--- config.mk ---
export PLATFORM = sky130hd
export DESIGN_NAME = odc_output_channel
export DESIGN_NICKNAME = d
export VERILOG_FILES = /design/src/core/odc_pkg.sv /design/src/core/odc_output_channel.sv /design/src/core/odc_divider.sv
export VERILOG_INCLUDE_DIRS = /design/src /design/src/core
export SDC_FILE = /design/constraint.sdc
export NUM_CORES = 1
export LEC_CHECK = 0
export BUFFER_PORTS_ARGS = -buffer_cell sky130_fd_sc_hd__buf_2
export CAP_MARGIN = 20
export CORE_MARGIN = 2
export CORE_UTILIZATION = 58
export CTS_BUF_LIST = sky130_fd_sc_hd__clkbuf_8
export DETAILED_ROUTE_END_ITERATION = 12
export PLACE_DENSITY = 0.77
export SYNTH_ARGS = -nofsm -noshare
export SYNTH_HDL_FRONTEND = slang
export SYNTH_SLANG_ARGS = --single-unit
--- constraint.sdc ---
create_clock -name clk -period 5.1 [get_ports clk]
set_input_delay 0 -clock clk [delete_from_list [all_inputs] [get_ports clk]]
set_output_delay 0 -clock clk [all_outputs]
set_load 0.01 [all_outputs]
--- src/core/odc_regs.svh ---
// Register offsets, field positions and reset values of one output channel.
// Assumes inclusion by the top module of the channel, the divider and the checker.
`ifndef ODC_REGS_SVH
`define ODC_REGS_SVH

// ----------------------------------------------------------------
// Offsets
// ----------------------------------------------------------------
`define ODC_OFF_DIV_HIGH    8'h28
`define ODC_OFF_DIV_MID     8'h29
`define ODC_OFF_DIV_LOW     8'h2A
`define ODC_OFF_SE_PHASE    8'h2B
`define ODC_OFF_DELAY       8'h2C
`define ODC_OFF_DRV_STD     8'h2D
`define ODC_OFF_TERM_EXT    8'h2F

// ----------------------------------------------------------------
// Field positions
// ----------------------------------------------------------------
`define ODC_DIV_HIGH_MSB    3
`define ODC_PHASE_MSB       7
`define ODC_PHASE_LSB       6
`define ODC_STRENGTH_MSB    2
`define ODC_COARSE_MSB      5
`define ODC_FINE_MSB        7
`define ODC_FINE_LSB        6
`define ODC_DRV_MSB         2
`define ODC_FINE_EXT_BIT    4
`define ODC_TERM_MSB        3

// ----------------------------------------------------------------
// Widths and reset values
// ----------------------------------------------------------------
`define ODC_DIV_W           20
`define ODC_COARSE_DEPTH    64
`define ODC_REG_RESET       8'h00
`define ODC_DIV_MIN         20'h00002
`define ODC_FINE_STEP_PS    30

`endif

--- src/core/odc_pkg.sv ---
// Types shared by the output channel configuration logic.
// Assumes odc_regs.svh is on the include path.
package odc_pkg;

   // ----------------------------------------------------------------
   // Driver standards
   // ----------------------------------------------------------------
   typedef enum logic [2:0] {
      ODC_DRV_LVDS         = 3'h0,
      ODC_DRV_LVPECL_CM    = 3'h1,
      ODC_DRV_CML          = 3'h2,
      ODC_DRV_HCSL         = 3'h3,
      ODC_DRV_LVDS_BOOST   = 3'h4,
      ODC_DRV_LVPECL_NOCM  = 3'h5,
      ODC_DRV_RESERVED     = 3'h7
   } odc_drv_t;

   // ----------------------------------------------------------------
   // Termination and single-ended modes
   // ----------------------------------------------------------------
   typedef enum logic [2:0] {
      ODC_TERM_EXTERNAL    = 3'h0,
      ODC_TERM_PULL_UP     = 3'h1,
      ODC_TERM_PULL_DOWN   = 3'h2,
      ODC_TERM_SE_POS      = 3'h3,
      ODC_TERM_SE_NEG      = 3'h4,
      ODC_TERM_SE_BOTH     = 3'h5,
      ODC_TERM_INVALID     = 3'h7
   } odc_term_t;

   // ----------------------------------------------------------------
   // Single-ended phase routing
   // ----------------------------------------------------------------
   typedef enum logic [1:0] {
      ODC_PH_TRUE_COMP     = 2'h0,
      ODC_PH_TRUE_TRUE     = 2'h1,
      ODC_PH_COMP_COMP     = 2'h2,
      ODC_PH_SWAPPED       = 2'h3
   } odc_phase_t;

endpackage

--- src/core/odc_output_channel.sv ---
// Configuration registers and clock path of one output channel.
// Assumes a serial configuration port front end that presents single-cycle
// register reads and writes on clk, and clk being the selected VCO clock.
//
// Overview of operation
// - 20-bit divider built from three registers: four high bits and two bytes
// - Coarse delay of 0 to 63 VCO periods
// - Two-bit fine delay, 30 ps steps
// - Extra misc bit extends fine code to three
// - Decode three-bit driver standard field
// - Decode four-bit termination and single-ended code
// - Route single-ended phases by two-bit select
`timescale 1ns/1ns
`include "odc_regs.svh"

module odc_output_channel
   import odc_pkg::*;
(
   input  wire logic        clk,
   input  wire logic        reset,
   input  wire logic [7:0]  reg_addr,
   input  wire logic        reg_write,
   input  wire logic [7:0]  reg_wdata,
   input  wire logic        reg_read,
   output logic [7:0]       reg_rdata,
   output logic             reg_rvalid,
   output logic             positive_output_pin,
   output logic             positive_output_pin_oe,
   output logic             negative_output_pin,
   output logic             negative_output_pin_oe,
   output odc_drv_t         driver_standard_select,
   output odc_term_t        termination_mode,
   output logic [2:0]       drive_strength,
   output logic [2:0]       fine_delay_code,
   output logic             differential_mode
);

   // ----------------------------------------------------------------
   // Register storage
   // ----------------------------------------------------------------
   logic [`ODC_DIV_HIGH_MSB:0] div_high_q;
   logic [7:0]                 div_mid_q;
   logic [7:0]                 div_low_q;
   logic [1:0]                 phase_sel_q;
   logic [`ODC_STRENGTH_MSB:0] strength_q;
   logic [7:0]                 delay_q;
   logic [`ODC_DRV_MSB:0]      drv_q;
   logic                       fine_ext_q;
   logic [`ODC_TERM_MSB:0]     term_q;

   always_ff @(posedge clk) begin
      if (reset) begin
         div_high_q  <= '0;
         div_mid_q   <= `ODC_REG_RESET;
         div_low_q   <= `ODC_REG_RESET;
         phase_sel_q <= '0;
         strength_q  <= '0;
         delay_q     <= `ODC_REG_RESET;
         drv_q       <= '0;
         fine_ext_q  <= 1'b0;
         term_q      <= '0;
      end else if (reg_write) begin
         case (reg_addr)
            `ODC_OFF_DIV_HIGH: begin
               div_high_q <= reg_wdata[`ODC_DIV_HIGH_MSB:0];
            end
            `ODC_OFF_DIV_MID: begin
               div_mid_q <= reg_wdata;
            end
            `ODC_OFF_DIV_LOW: begin
               div_low_q <= reg_wdata;
            end
            `ODC_OFF_SE_PHASE: begin
               phase_sel_q <= reg_wdata[`ODC_PHASE_MSB:`ODC_PHASE_LSB];
               // Strength is stored as written; seven is expected
               strength_q  <= reg_wdata[`ODC_STRENGTH_MSB:0];
            end
            `ODC_OFF_DELAY: begin
               delay_q <= reg_wdata;
            end
            `ODC_OFF_DRV_STD: begin
               drv_q <= reg_wdata[`ODC_DRV_MSB:0];
            end
            `ODC_OFF_TERM_EXT: begin
               fine_ext_q <= reg_wdata[`ODC_FINE_EXT_BIT];
               term_q     <= reg_wdata[`ODC_TERM_MSB:0];
            end
            default: begin
            end
         endcase
      end
   end

   // ----------------------------------------------------------------
   // Readback
   // ----------------------------------------------------------------
   function automatic logic [7:0] read_mux(input logic [7:0] addr);
      case (addr)
         `ODC_OFF_DIV_HIGH: read_mux = {4'h0, div_high_q};
         `ODC_OFF_DIV_MID:  read_mux = div_mid_q;
         `ODC_OFF_DIV_LOW:  read_mux = div_low_q;
         `ODC_OFF_SE_PHASE: read_mux = {phase_sel_q, 3'h0, strength_q};
         `ODC_OFF_DELAY:    read_mux = delay_q;
         `ODC_OFF_DRV_STD:  read_mux = {5'h00, drv_q};
         `ODC_OFF_TERM_EXT: read_mux = {3'h0, fine_ext_q, term_q};
         default:           read_mux = 8'h00;
      endcase
   endfunction

   always_ff @(posedge clk) begin
      if (reset) begin
         reg_rdata  <= 8'h00;
         reg_rvalid <= 1'b0;
      end else begin
         reg_rvalid <= reg_read;
         if (reg_read) begin
            reg_rdata <= read_mux(reg_addr);
         end
      end
   end

   // ----------------------------------------------------------------
   // Divider
   // ----------------------------------------------------------------
   logic [`ODC_DIV_W-1:0] divide_value;
   logic                  clk_div;

   assign divide_value = {div_high_q, div_mid_q, div_low_q};

   odc_divider u_divider (
      .clk     (clk),
      .reset   (reset),
      .divide  (divide_value),
      .clk_div (clk_div)
   );

   // ----------------------------------------------------------------
   // Coarse delay
   // ----------------------------------------------------------------
   // Code zero bypasses the line and adds nothing; tap 0 is one period late, so code n uses tap n-1
   logic [`ODC_COARSE_DEPTH-1:0] delay_line_q;
   logic                         clk_delayed;

   always_ff @(posedge clk) begin
      if (reset) begin
         delay_line_q <= '0;
      end else begin
         delay_line_q <= {delay_line_q[`ODC_COARSE_DEPTH-2:0], clk_div};
      end
   end

   always_comb begin
      if (delay_q[`ODC_COARSE_MSB:0] == 6'h00) begin
         clk_delayed = clk_div;
      end else begin
         clk_delayed = delay_line_q[delay_q[`ODC_COARSE_MSB:0] - 6'h01];
      end
   end

   // ----------------------------------------------------------------
   // Fine delay code to the analog trim
   // ----------------------------------------------------------------
   // Codes above four are passed on; the trim saturates at four steps
   always_ff @(posedge clk) begin
      if (reset) begin
         fine_delay_code <= 3'h0;
      end else begin
         fine_delay_code <= {fine_ext_q,
                             delay_q[`ODC_FINE_MSB:`ODC_FINE_LSB]};
      end
   end

   // ----------------------------------------------------------------
   // Driver standard and termination decode
   // ----------------------------------------------------------------
   function automatic odc_term_t term_decode(input logic [3:0] code);
      case (code)
         4'h0:    term_decode = ODC_TERM_EXTERNAL;
         4'h2:    term_decode = ODC_TERM_PULL_UP;
         4'h1:    term_decode = ODC_TERM_PULL_DOWN;
         4'h4:    term_decode = ODC_TERM_SE_POS;
         4'h8:    term_decode = ODC_TERM_SE_NEG;
         4'hC:    term_decode = ODC_TERM_SE_BOTH;
         default: term_decode = ODC_TERM_INVALID;
      endcase
   endfunction

   odc_term_t term_now;
   assign term_now = term_decode(term_q);

   always_ff @(posedge clk) begin
      if (reset) begin
         driver_standard_select <= ODC_DRV_LVDS;
         termination_mode       <= ODC_TERM_EXTERNAL;
         drive_strength         <= 3'h0;
      end else begin
         case (drv_q)
            3'h0:    driver_standard_select <= ODC_DRV_LVDS;
            3'h1:    driver_standard_select <= ODC_DRV_LVPECL_CM;
            3'h2:    driver_standard_select <= ODC_DRV_CML;
            3'h3:    driver_standard_select <= ODC_DRV_HCSL;
            3'h4:    driver_standard_select <= ODC_DRV_LVDS_BOOST;
            3'h5:    driver_standard_select <= ODC_DRV_LVPECL_NOCM;
            default: driver_standard_select <= ODC_DRV_RESERVED;
         endcase
         termination_mode <= term_now;
         drive_strength   <= strength_q;
      end
   end

   // ----------------------------------------------------------------
   // Pin drive and phase routing
   // ----------------------------------------------------------------
   logic positive_pin_drive_source;
   logic negative_pin_drive_source;
   logic se_mode;

   assign se_mode = (term_now == ODC_TERM_SE_POS) ||
                    (term_now == ODC_TERM_SE_NEG) ||
                    (term_now == ODC_TERM_SE_BOTH);

   always_comb begin
      if (se_mode) begin
         case (odc_phase_t'(phase_sel_q))
            ODC_PH_TRUE_COMP: begin
               positive_pin_drive_source = clk_delayed;
               negative_pin_drive_source = ~clk_delayed;
            end
            ODC_PH_TRUE_TRUE: begin
               positive_pin_drive_source = clk_delayed;
               negative_pin_drive_source = clk_delayed;
            end
            ODC_PH_COMP_COMP: begin
               positive_pin_drive_source = ~clk_delayed;
               negative_pin_drive_source = ~clk_delayed;
            end
            default: begin
               positive_pin_drive_source = ~clk_delayed;
               negative_pin_drive_source = clk_delayed;
            end
         endcase
      end else begin
         positive_pin_drive_source = clk_delayed;
         negative_pin_drive_source = ~clk_delayed;
      end
   end

   // Pins retimed so the driver sees no decode glitches
   always_ff @(posedge clk) begin
      if (reset) begin
         positive_output_pin    <= 1'b0;
         negative_output_pin    <= 1'b0;
         positive_output_pin_oe <= 1'b0;
         negative_output_pin_oe <= 1'b0;
         differential_mode      <= 1'b0;
      end else begin
         positive_output_pin    <= positive_pin_drive_source;
         negative_output_pin    <= negative_pin_drive_source;
         positive_output_pin_oe <= ~se_mode ||
                                   (term_now != ODC_TERM_SE_NEG);
         negative_output_pin_oe <= ~se_mode ||
                                   (term_now != ODC_TERM_SE_POS);
         differential_mode      <= ~se_mode;
      end
   end

endmodule // odc_output_channel

--- src/core/odc_divider.sv ---
// Integer clock divider producing a square wave enable-free level.
// Assumes the source clock is the selected VCO clock; divide must be >= 2.
`timescale 1ns/1ns
`include "odc_regs.svh"

module odc_divider
   import odc_pkg::*;
(
   input  wire logic                   clk,
   input  wire logic                   reset,
   input  wire logic [`ODC_DIV_W-1:0]  divide,
   output logic                        clk_div
);

   logic [`ODC_DIV_W-1:0] count_q;
   logic                  active;

   // Values 0 and 1 cannot be built from logic; the output idles low
   assign active = (divide >= `ODC_DIV_MIN);

   // ----------------------------------------------------------------
   // Period counter
   // ----------------------------------------------------------------
   always_ff @(posedge clk) begin
      if (reset || !active || (count_q >= divide - 20'h00001)) begin
         count_q <= '0;
      end else begin
         count_q <= count_q + 20'h00001;
      end
   end

   // High for the first half; odd values give one extra low cycle
   always_ff @(posedge clk) begin
      if (reset || !active) begin
         clk_div <= 1'b0;
      end else begin
         clk_div <= (count_q < (divide >> 1));
      end
   end

endmodule // odc_divider

==> flow_summary_export.csv, run 1 <==
group,metric,value,unit
run_status,status,"completed",
die,ioPinCount,46,
logic_synthesis,async_reset_ff_frac,0,
drt,wirelength,15400,µm
clock_tree,root_buffer,"clkbuf_8",
clock_tree,clkSinkCount,152,
global_routing,grt_pass1_wl,25300,µm
logic_synthesis,synth_cells,721,
placed_design,dp_hpwl,10900,µm
die,fp.coreArea,12000,µm²
logic_synthesis,synth_edf_count,0,
power_and_ir_drop,leakage,3.43,nW
die,die-height,115,µm
timing,finalMaxSlewViolations,0,
logic_synthesis,postSynth.topFlopCell,"dfxtp_1",
worst_hold_path,whs_endpoint,"reg_rdata[3]",
power_and_ir_drop,vdd_drop_max,0.000234,V
worst_hold_path,worstHoldStart,"reg_addr[1]",
logic_synthesis,synth_area,7150,µm²
logic_synthesis,yosysSeqAreaShare,0.426,
finish,mostFrequentLayoutCells,"dfxtp_1, nor2_1, nor2b_1, mux2i_1, buf_2",
global_routing,grt.overflow.total,0,
timing,fmax,0.264,GHz
finish,drive_above_1_share,0.140,
critical_path,critPathLaunchType,"flip-flop",
logic_synthesis,synth_cell_types,58,
timing,tns,0,ps
drt,route.detailed.drc,0,
finish,layout.cells.non_filler,930,
clock_tree,cts_max_level,4,
critical_path,worstPathMaxFanout,20,
clock_tree,cts_max_path_buffers,2,
clock_tree,cts_tree,"done",
logic_synthesis,synth_nets,784,
finish,final_nets,833,
finish,diodes,0,
logic_synthesis,synth_seq_cells,152,
logic_synthesis,synth_warnings,0,
power_and_ir_drop,power_density,274,nW/µm²
timing,setup_viol,0,
worst_hold_path,min_path_cells,3,
clock_tree,clkLatencyLatePin,450,ps
finish,syn2layout_area_growth,11.3,%
global_routing,antenna_found_initial,0,
die,rows,40,
drt,vias_per_cell,5.76,
clock_tree,ctsHoldBuffers,11,
placed_design,dp_cells,886,
die,start_util,0.595,
critical_path,crit_arrival,4120,ps
timing,worst_pin_slew,919,ps
timing,hold_viol,0,
critical_path,setup.worst_path.start,"div_low_q[5]",
placed_design,io_buffers,45,
flow_run,cap_viol_max_count,0,
clock_tree,post-cts-setup-buffer-count,0,
global_routing,grt_pass1_vias,5133,
critical_path,required,5430,ps
die,dieWidth,115,µm
finish,final_common_cell,"dfxtp_1",
global_routing,gr-usage-all-layers,0.245,
critical_path,ff2ff_path_depth,14,
logic_synthesis,avgSynthCellArea,9.92,µm²
critical_path,rr_startpoint,"div_low_q[5]",
critical_path,reg2reg_slack,1320,ps
drt,firstDrtPassIters,5,
clock_tree,cts_resized,0,
clock_tree,cts.clk_slew.worst_paths,80,ps
critical_path,critical_path_class,"reg -> reg",
timing,skew,8.18,ps
drt,num_vias,5360,
drt,drt_iter0_markers,386,
power_and_ir_drop,p_total,0.00218,W
timing,timing.slew.headroom,0.385,
timing,final.period_utilization,0.742,
drt,avgRoutedWirePerCell,16.6,µm
timing,min_period,3780,ps
global_routing,grt_max_degree,87,
timing,grt_setup_unrepaired,"false",
critical_path,reg2reg_to,"u_divider.count_q[2]",
die,die-area,13200,µm²
placed_design,gp_congestion,0.874,
drt,ant_nets,0,
clock_tree,cts_inserted_buffers,17,
worst_hold_path,hold_class,"in -> reg",
critical_path,endpoint_kind,"flip-flop",
## worst max path at each step
stage / endpoint / depth (start not counted)
6_report: u_divider.count_q[2] / 14
5_1_grt: u_divider.count_q[5] / 14
4_1_cts: u_divider.count_q[13] / 14
3_5_place_dp: u_divider.count_q[13] / 14
3_3_place_gp: u_divider.count_q[5] / 14
2_1_floorplan: u_divider.count_q[12] / 15
## critical path, stage by stage, from the launching register on
cell and delay (ps):
dfxtp_1 360, or4_4 580, nor3_4 180, nand3_1 150, nor3_1 280, nand2_1 140, nor4_1 250, xnor2_1 120
ha_1 310, nand4_1 120, or2_2 340, or3_1 380, o21ai_1 120, buf_4 240, nor2_1 80
## cell families (layout without fill, tap and decap cells)
logic type | after synthesis | after routing | share of synthesized area
mux | 78 | 78 | 0.142
simple gates | 271 | 271 | 0.198
compound gates | 78 | 78 | 0.0724
xor+xnor | 41 | 41 | 0.0502
fa+ha+maj | 43 | 43 | 0.0752
buf+inv | 58 | 120 | 0.0367
flops | 152 | 152 | 0.426
## stage by stage
| stage | setup WS [ps] | util | instance area (µm²) | hold slack (ps) |
|---|---|---|---|---|
| 6_report | 1320 | 0.663 | 7960 | 92.0 |
| 5_1_grt | 967 | 0.663 | 7960 | 113 |
| 4_1_cts | 1330 | 0.662 | 7950 | 47.9 |
| 3_5_place_dp | 1350 | 0.619 | 7440 | 326 |
| 3_3_place_gp | 1530 | 0.619 | 7440 | 321 |
| 2_1_floorplan | 1480 | - | 7150 | 128 |
## flip-flops by register name (all words and copies together), names as in the netlist, 3 cells and up
register / flops
driver_standard_select: 3
div_mid_q: 8
div_low_q: 8
fine_delay_code: 3
termination_mode: 3
term_q: 4
delay_q: 8
delay_line_q: 64
u_divider.count_q: 20
div_high_q: 4
drv_q: 3
strength_q: 3
reg_rdata: 8
drive_strength: 3
## layout make-up
type                            instances  area (µm²)
Sequential cell                       152        3040
Inverter                               27         101
Clock inverter                         13         143
Multi-Input combinational cell        511        3850
Timing Repair Buffer                   61         375
Clock buffer                           19         262
Fill cell                             949        4050
Tap cell                              147         184
## power breakdown
group / leakage, nW / internal, W / switching [W]
registers: 1.23 / 0.00119 / 0.00000129
logic: 2.00 / 0.0000244 / 0.0000472
clock network: 0.209 / 0.000465 / 0.000457
## metal layers
layer | track usage | share of wire | up-vias
li1 | - | - | 2599
met1 | 0.313 | 0.45 | 2590
met2 | 0.407 | 0.49 | 139
met3 | 0.0490 | 0.044 | 32
met4 | 0.0996 | 0.023 | 0
met5 | 0 | 0 | -
## synth_stat cells, types with 2 or more instances
master,number,area [µm²]
mux4_1,2,52.6
nor3b_1,2,15.0
nand3_1,12,60.1
inv_1,27,101
nor3_1,14,70.1
and4_1,2,17.5
and3_1,7,43.8
mux4_2,16,360
a21o_1,14,105
xor2_1,15,131
nor4_1,3,18.8
mux2_2,3,33.8
nor2_1,95,357
nand2_1,22,82.6
o41ai_1,2,17.5
a22oi_1,4,30.0
dfxtp_1,152,3040
a21oi_1,24,120
o22ai_1,5,31.3
clkbuf_1,25,93.8
nand2b_1,5,31.3
a211oi_1,6,45.0
clkbuf_8,3,41.3
ha_1,43,538
nor2b_1,85,532
o21ai_0,8,40.0
or3_1,2,12.5
nand4_1,9,56.3
buf_6,2,22.5
or4_1,2,15.0
xnor2_1,26,228
mux2i_1,57,571
a21o_2,2,17.5
No activity file was read; power rests on OpenSTA's default activity.
==> run 2, diff against run 1 <==
clock period = 3.7 ns   (was 5.1 ns; I/O delays follow)
==> run 2 against run 1 <==
Compared with the run above:
- sequential power up 38%
- global-route usage hardly changed
- critical path depth unchanged
- register-to-register slack lost 1200 ps
- sequential share of layout area decreased by 0.43 points
- non-clock buffer count grew 6
- utilization is 0.86 points higher
- first-iteration DRC count is 12% higher
- clock power up 32%
- largest power group unchanged
==> flow_summary_export.csv, run 2 (same netlist as run 1, synthesis figures left out) <==
group,metric,value,unit
clock_tree,cts_inserted_buffers,17,
die,fp.coreArea,12000,µm²
clock_tree,clkSinkCount,152,
critical_path,cp_cell_sequence,"or4_4 > nor3_4 > nand3_2 > nor3_4 > nand2_2 > nor4_4 > xnor2_1 > ha_1 > nand4_1 > or2_4 > or3_4 > o21ai_4 > buf_6 > nor2_1",
finish,multiInputGateArea,3920,µm²
drt,vias_per_cell,5.79,
die,die-area,13200,µm²
power_and_ir_drop,vdd_drop_max,0.000296,V
timing,fin_ws,84.5,ps
die,die-height,115,µm
finish,final_nets,839,
die,ioPinCount,46,
timing,final.period_utilization,0.977,
critical_path,reg2reg_slack,80,ps
critical_path,critPathLaunchType,"flip-flop",
finish,seq_area,3050,µm²
timing,tns,0,ps
die,start_util,0.595,
finish,syn2layout_area_growth,12.8,%
drt,ant_nets,0,
timing,hold_viol,0,
critical_path,required,4040,ps
critical_path,endpoint_kind,"flip-flop",
finish,top_register,"delay_line_q",
power_and_ir_drop,leakage,3.48,nW
critical_path,critPathBufInv,1,
worst_hold_path,hold_class,"in -> reg",
drt,wirelength,15700,µm
critical_path,crit_arrival,3960,ps
critical_path,slowest_delay,550,ps
timing,finalMaxSlewViolations,0,
clock_tree,cts_max_path_buffers,2,
placed_design,dp_hpwl,11000,µm
drt,avgRoutedWirePerCell,16.8,µm
finish,largest_reg_flops,64,
placed_design,placed_area,7450,µm²
placed_design,dp_slack,-39.4,ps
drt,num_vias,5416,
drt,route.detailed.drc,0,
critical_path,worstPathMaxFanout,5,
global_routing,grt.overflow.total,0,
clock_tree,cts_max_level,4,
clock_tree,cts.clk_slew.worst_paths,90,ps
timing,skew,10.5,ps
clock_tree,root_buffer,"clkbuf_8",
global_routing,antenna_found_initial,0,
finish,drive_above_1_share,0.163,
critical_path,critical_path_class,"reg -> reg",
timing,grt_setup_unrepaired,"true",
timing,fmax,0.277,GHz
run_status,status,"completed",
clock_tree,cts_tree,"done",
global_routing,gr-usage-all-layers,0.244,
finish,fillers,927,
global_routing,grt_max_degree,70,
finish,final_common_cell,"dfxtp_1",
drt,drt_iter0_markers,434,
critical_path,cpLargestDelayFamily,"simple AND/OR/NAND/NOR gates",
placed_design,io_buffers,45,
flow_run,cap_viol_max_count,0,
placed_design,gp_congestion,0.905,
die,rows,40,
critical_path,critPathSlowestCell,"or4_4",
timing,timing.slew.headroom,0.234,
global_routing,grt_pass1_vias,5223,
die,dieWidth,115,µm
timing,setup_viol,0,
clock_tree,clkLatencyLatePin,450,ps
finish,mostFrequentLayoutCells,"dfxtp_1, nor2_1, nor2b_1, mux2i_1, buf_2",
global_routing,grt_pass1_wl,25400,µm
timing,min_period,3620,ps
finish,reg.largest.list,"delay_line_q (64), u_divider.count_q (20)",
drt,firstDrtPassIters,9,
timing,worst_pin_slew,1120,ps
critical_path,cpMostUsedCell,"nor3_4",
power_and_ir_drop,power_density,366,nW/µm²
finish,diodes,0,
finish,final_area,8060,µm²
## run 2: cell types whose count changed in the layout (fill, tap and decap cells not counted), sizes merged
| cell | previous run | this run |
|---|---|---|
| clkbuf | 19 | 18 |
| clkinvlp | 1 | 2 |
| inv | 32 | 33 |
| buf | 50 | 57 |
| bufinv | 2 | 1 |
| dlygate4sd3 | 11 | 9 |
| clkinv | 5 | 6 |
## run 2: timing repair
action,CTS,global route
buffers inserted,0,3
hold buffers,9,0
hold endpoints to repair,49,0
gates cloned,0,3
gates resized for setup,1,24
pin swaps,0,12
setup endpoints to repair,20,20
## run 2: worst paths after layout
path	start	to	depth (start not counted)
setup / recovery	div_low_q[5]	u_divider.count_q[5]	14
hold / removal	reset	delay_q[6]	2
setup reg to reg	div_low_q[5]	u_divider.count_q[5]	14
hold reg to reg	delay_line_q[4]	delay_line_q[5]	1
## run 2: metrics by stage
step / cells / util / total power [W] / hold WS (ps)
2_1_floorplan: 721 / - / 0.00173 / 128
3_5_place_dp: 888 / 0.620 / 0.00177 / 333
4_1_cts: 929 / 0.660 / 0.00297 / 42.2
6_report: 936 / 0.671 / 0.00295 / 60.8
5_1_grt: 936 / 0.671 / 0.00304 / 66.4
3_3_place_gp: 888 / 0.620 / 0.00176 / 324
## run 2: per-layer routing
layer | track usage | vias to the layer above | share of wire
li1 | - | 2608 | -
met1 | 0.301 | 2602 | 0.44
met2 | 0.418 | 173 | 0.49
met3 | 0.0569 | 33 | 0.052
met4 | 0.0924 | 0 | 0.023
met5 | 0 | - | 0
## run 2: layout make-up
type | instances | share of cell area
multi-input combinational | 511 | 0.486
sequential | 152 | 0.378
clock inverter | 15 | 0.0183
tap | 147 | 0.0228
clock buffer | 17 | 0.0290
inverter | 27 | 0.0126
timing repair buffer | 67 | 0.0534
## run 2: report_power, final
group	total (W)	internal [W]	switching [W]
clock network	0.00122	0.000546	0.000669
logic	0.000100	0.0000348	0.0000655
registers	0.00164	0.00164	0.00000202
total	0.00295	0.00222	0.000736
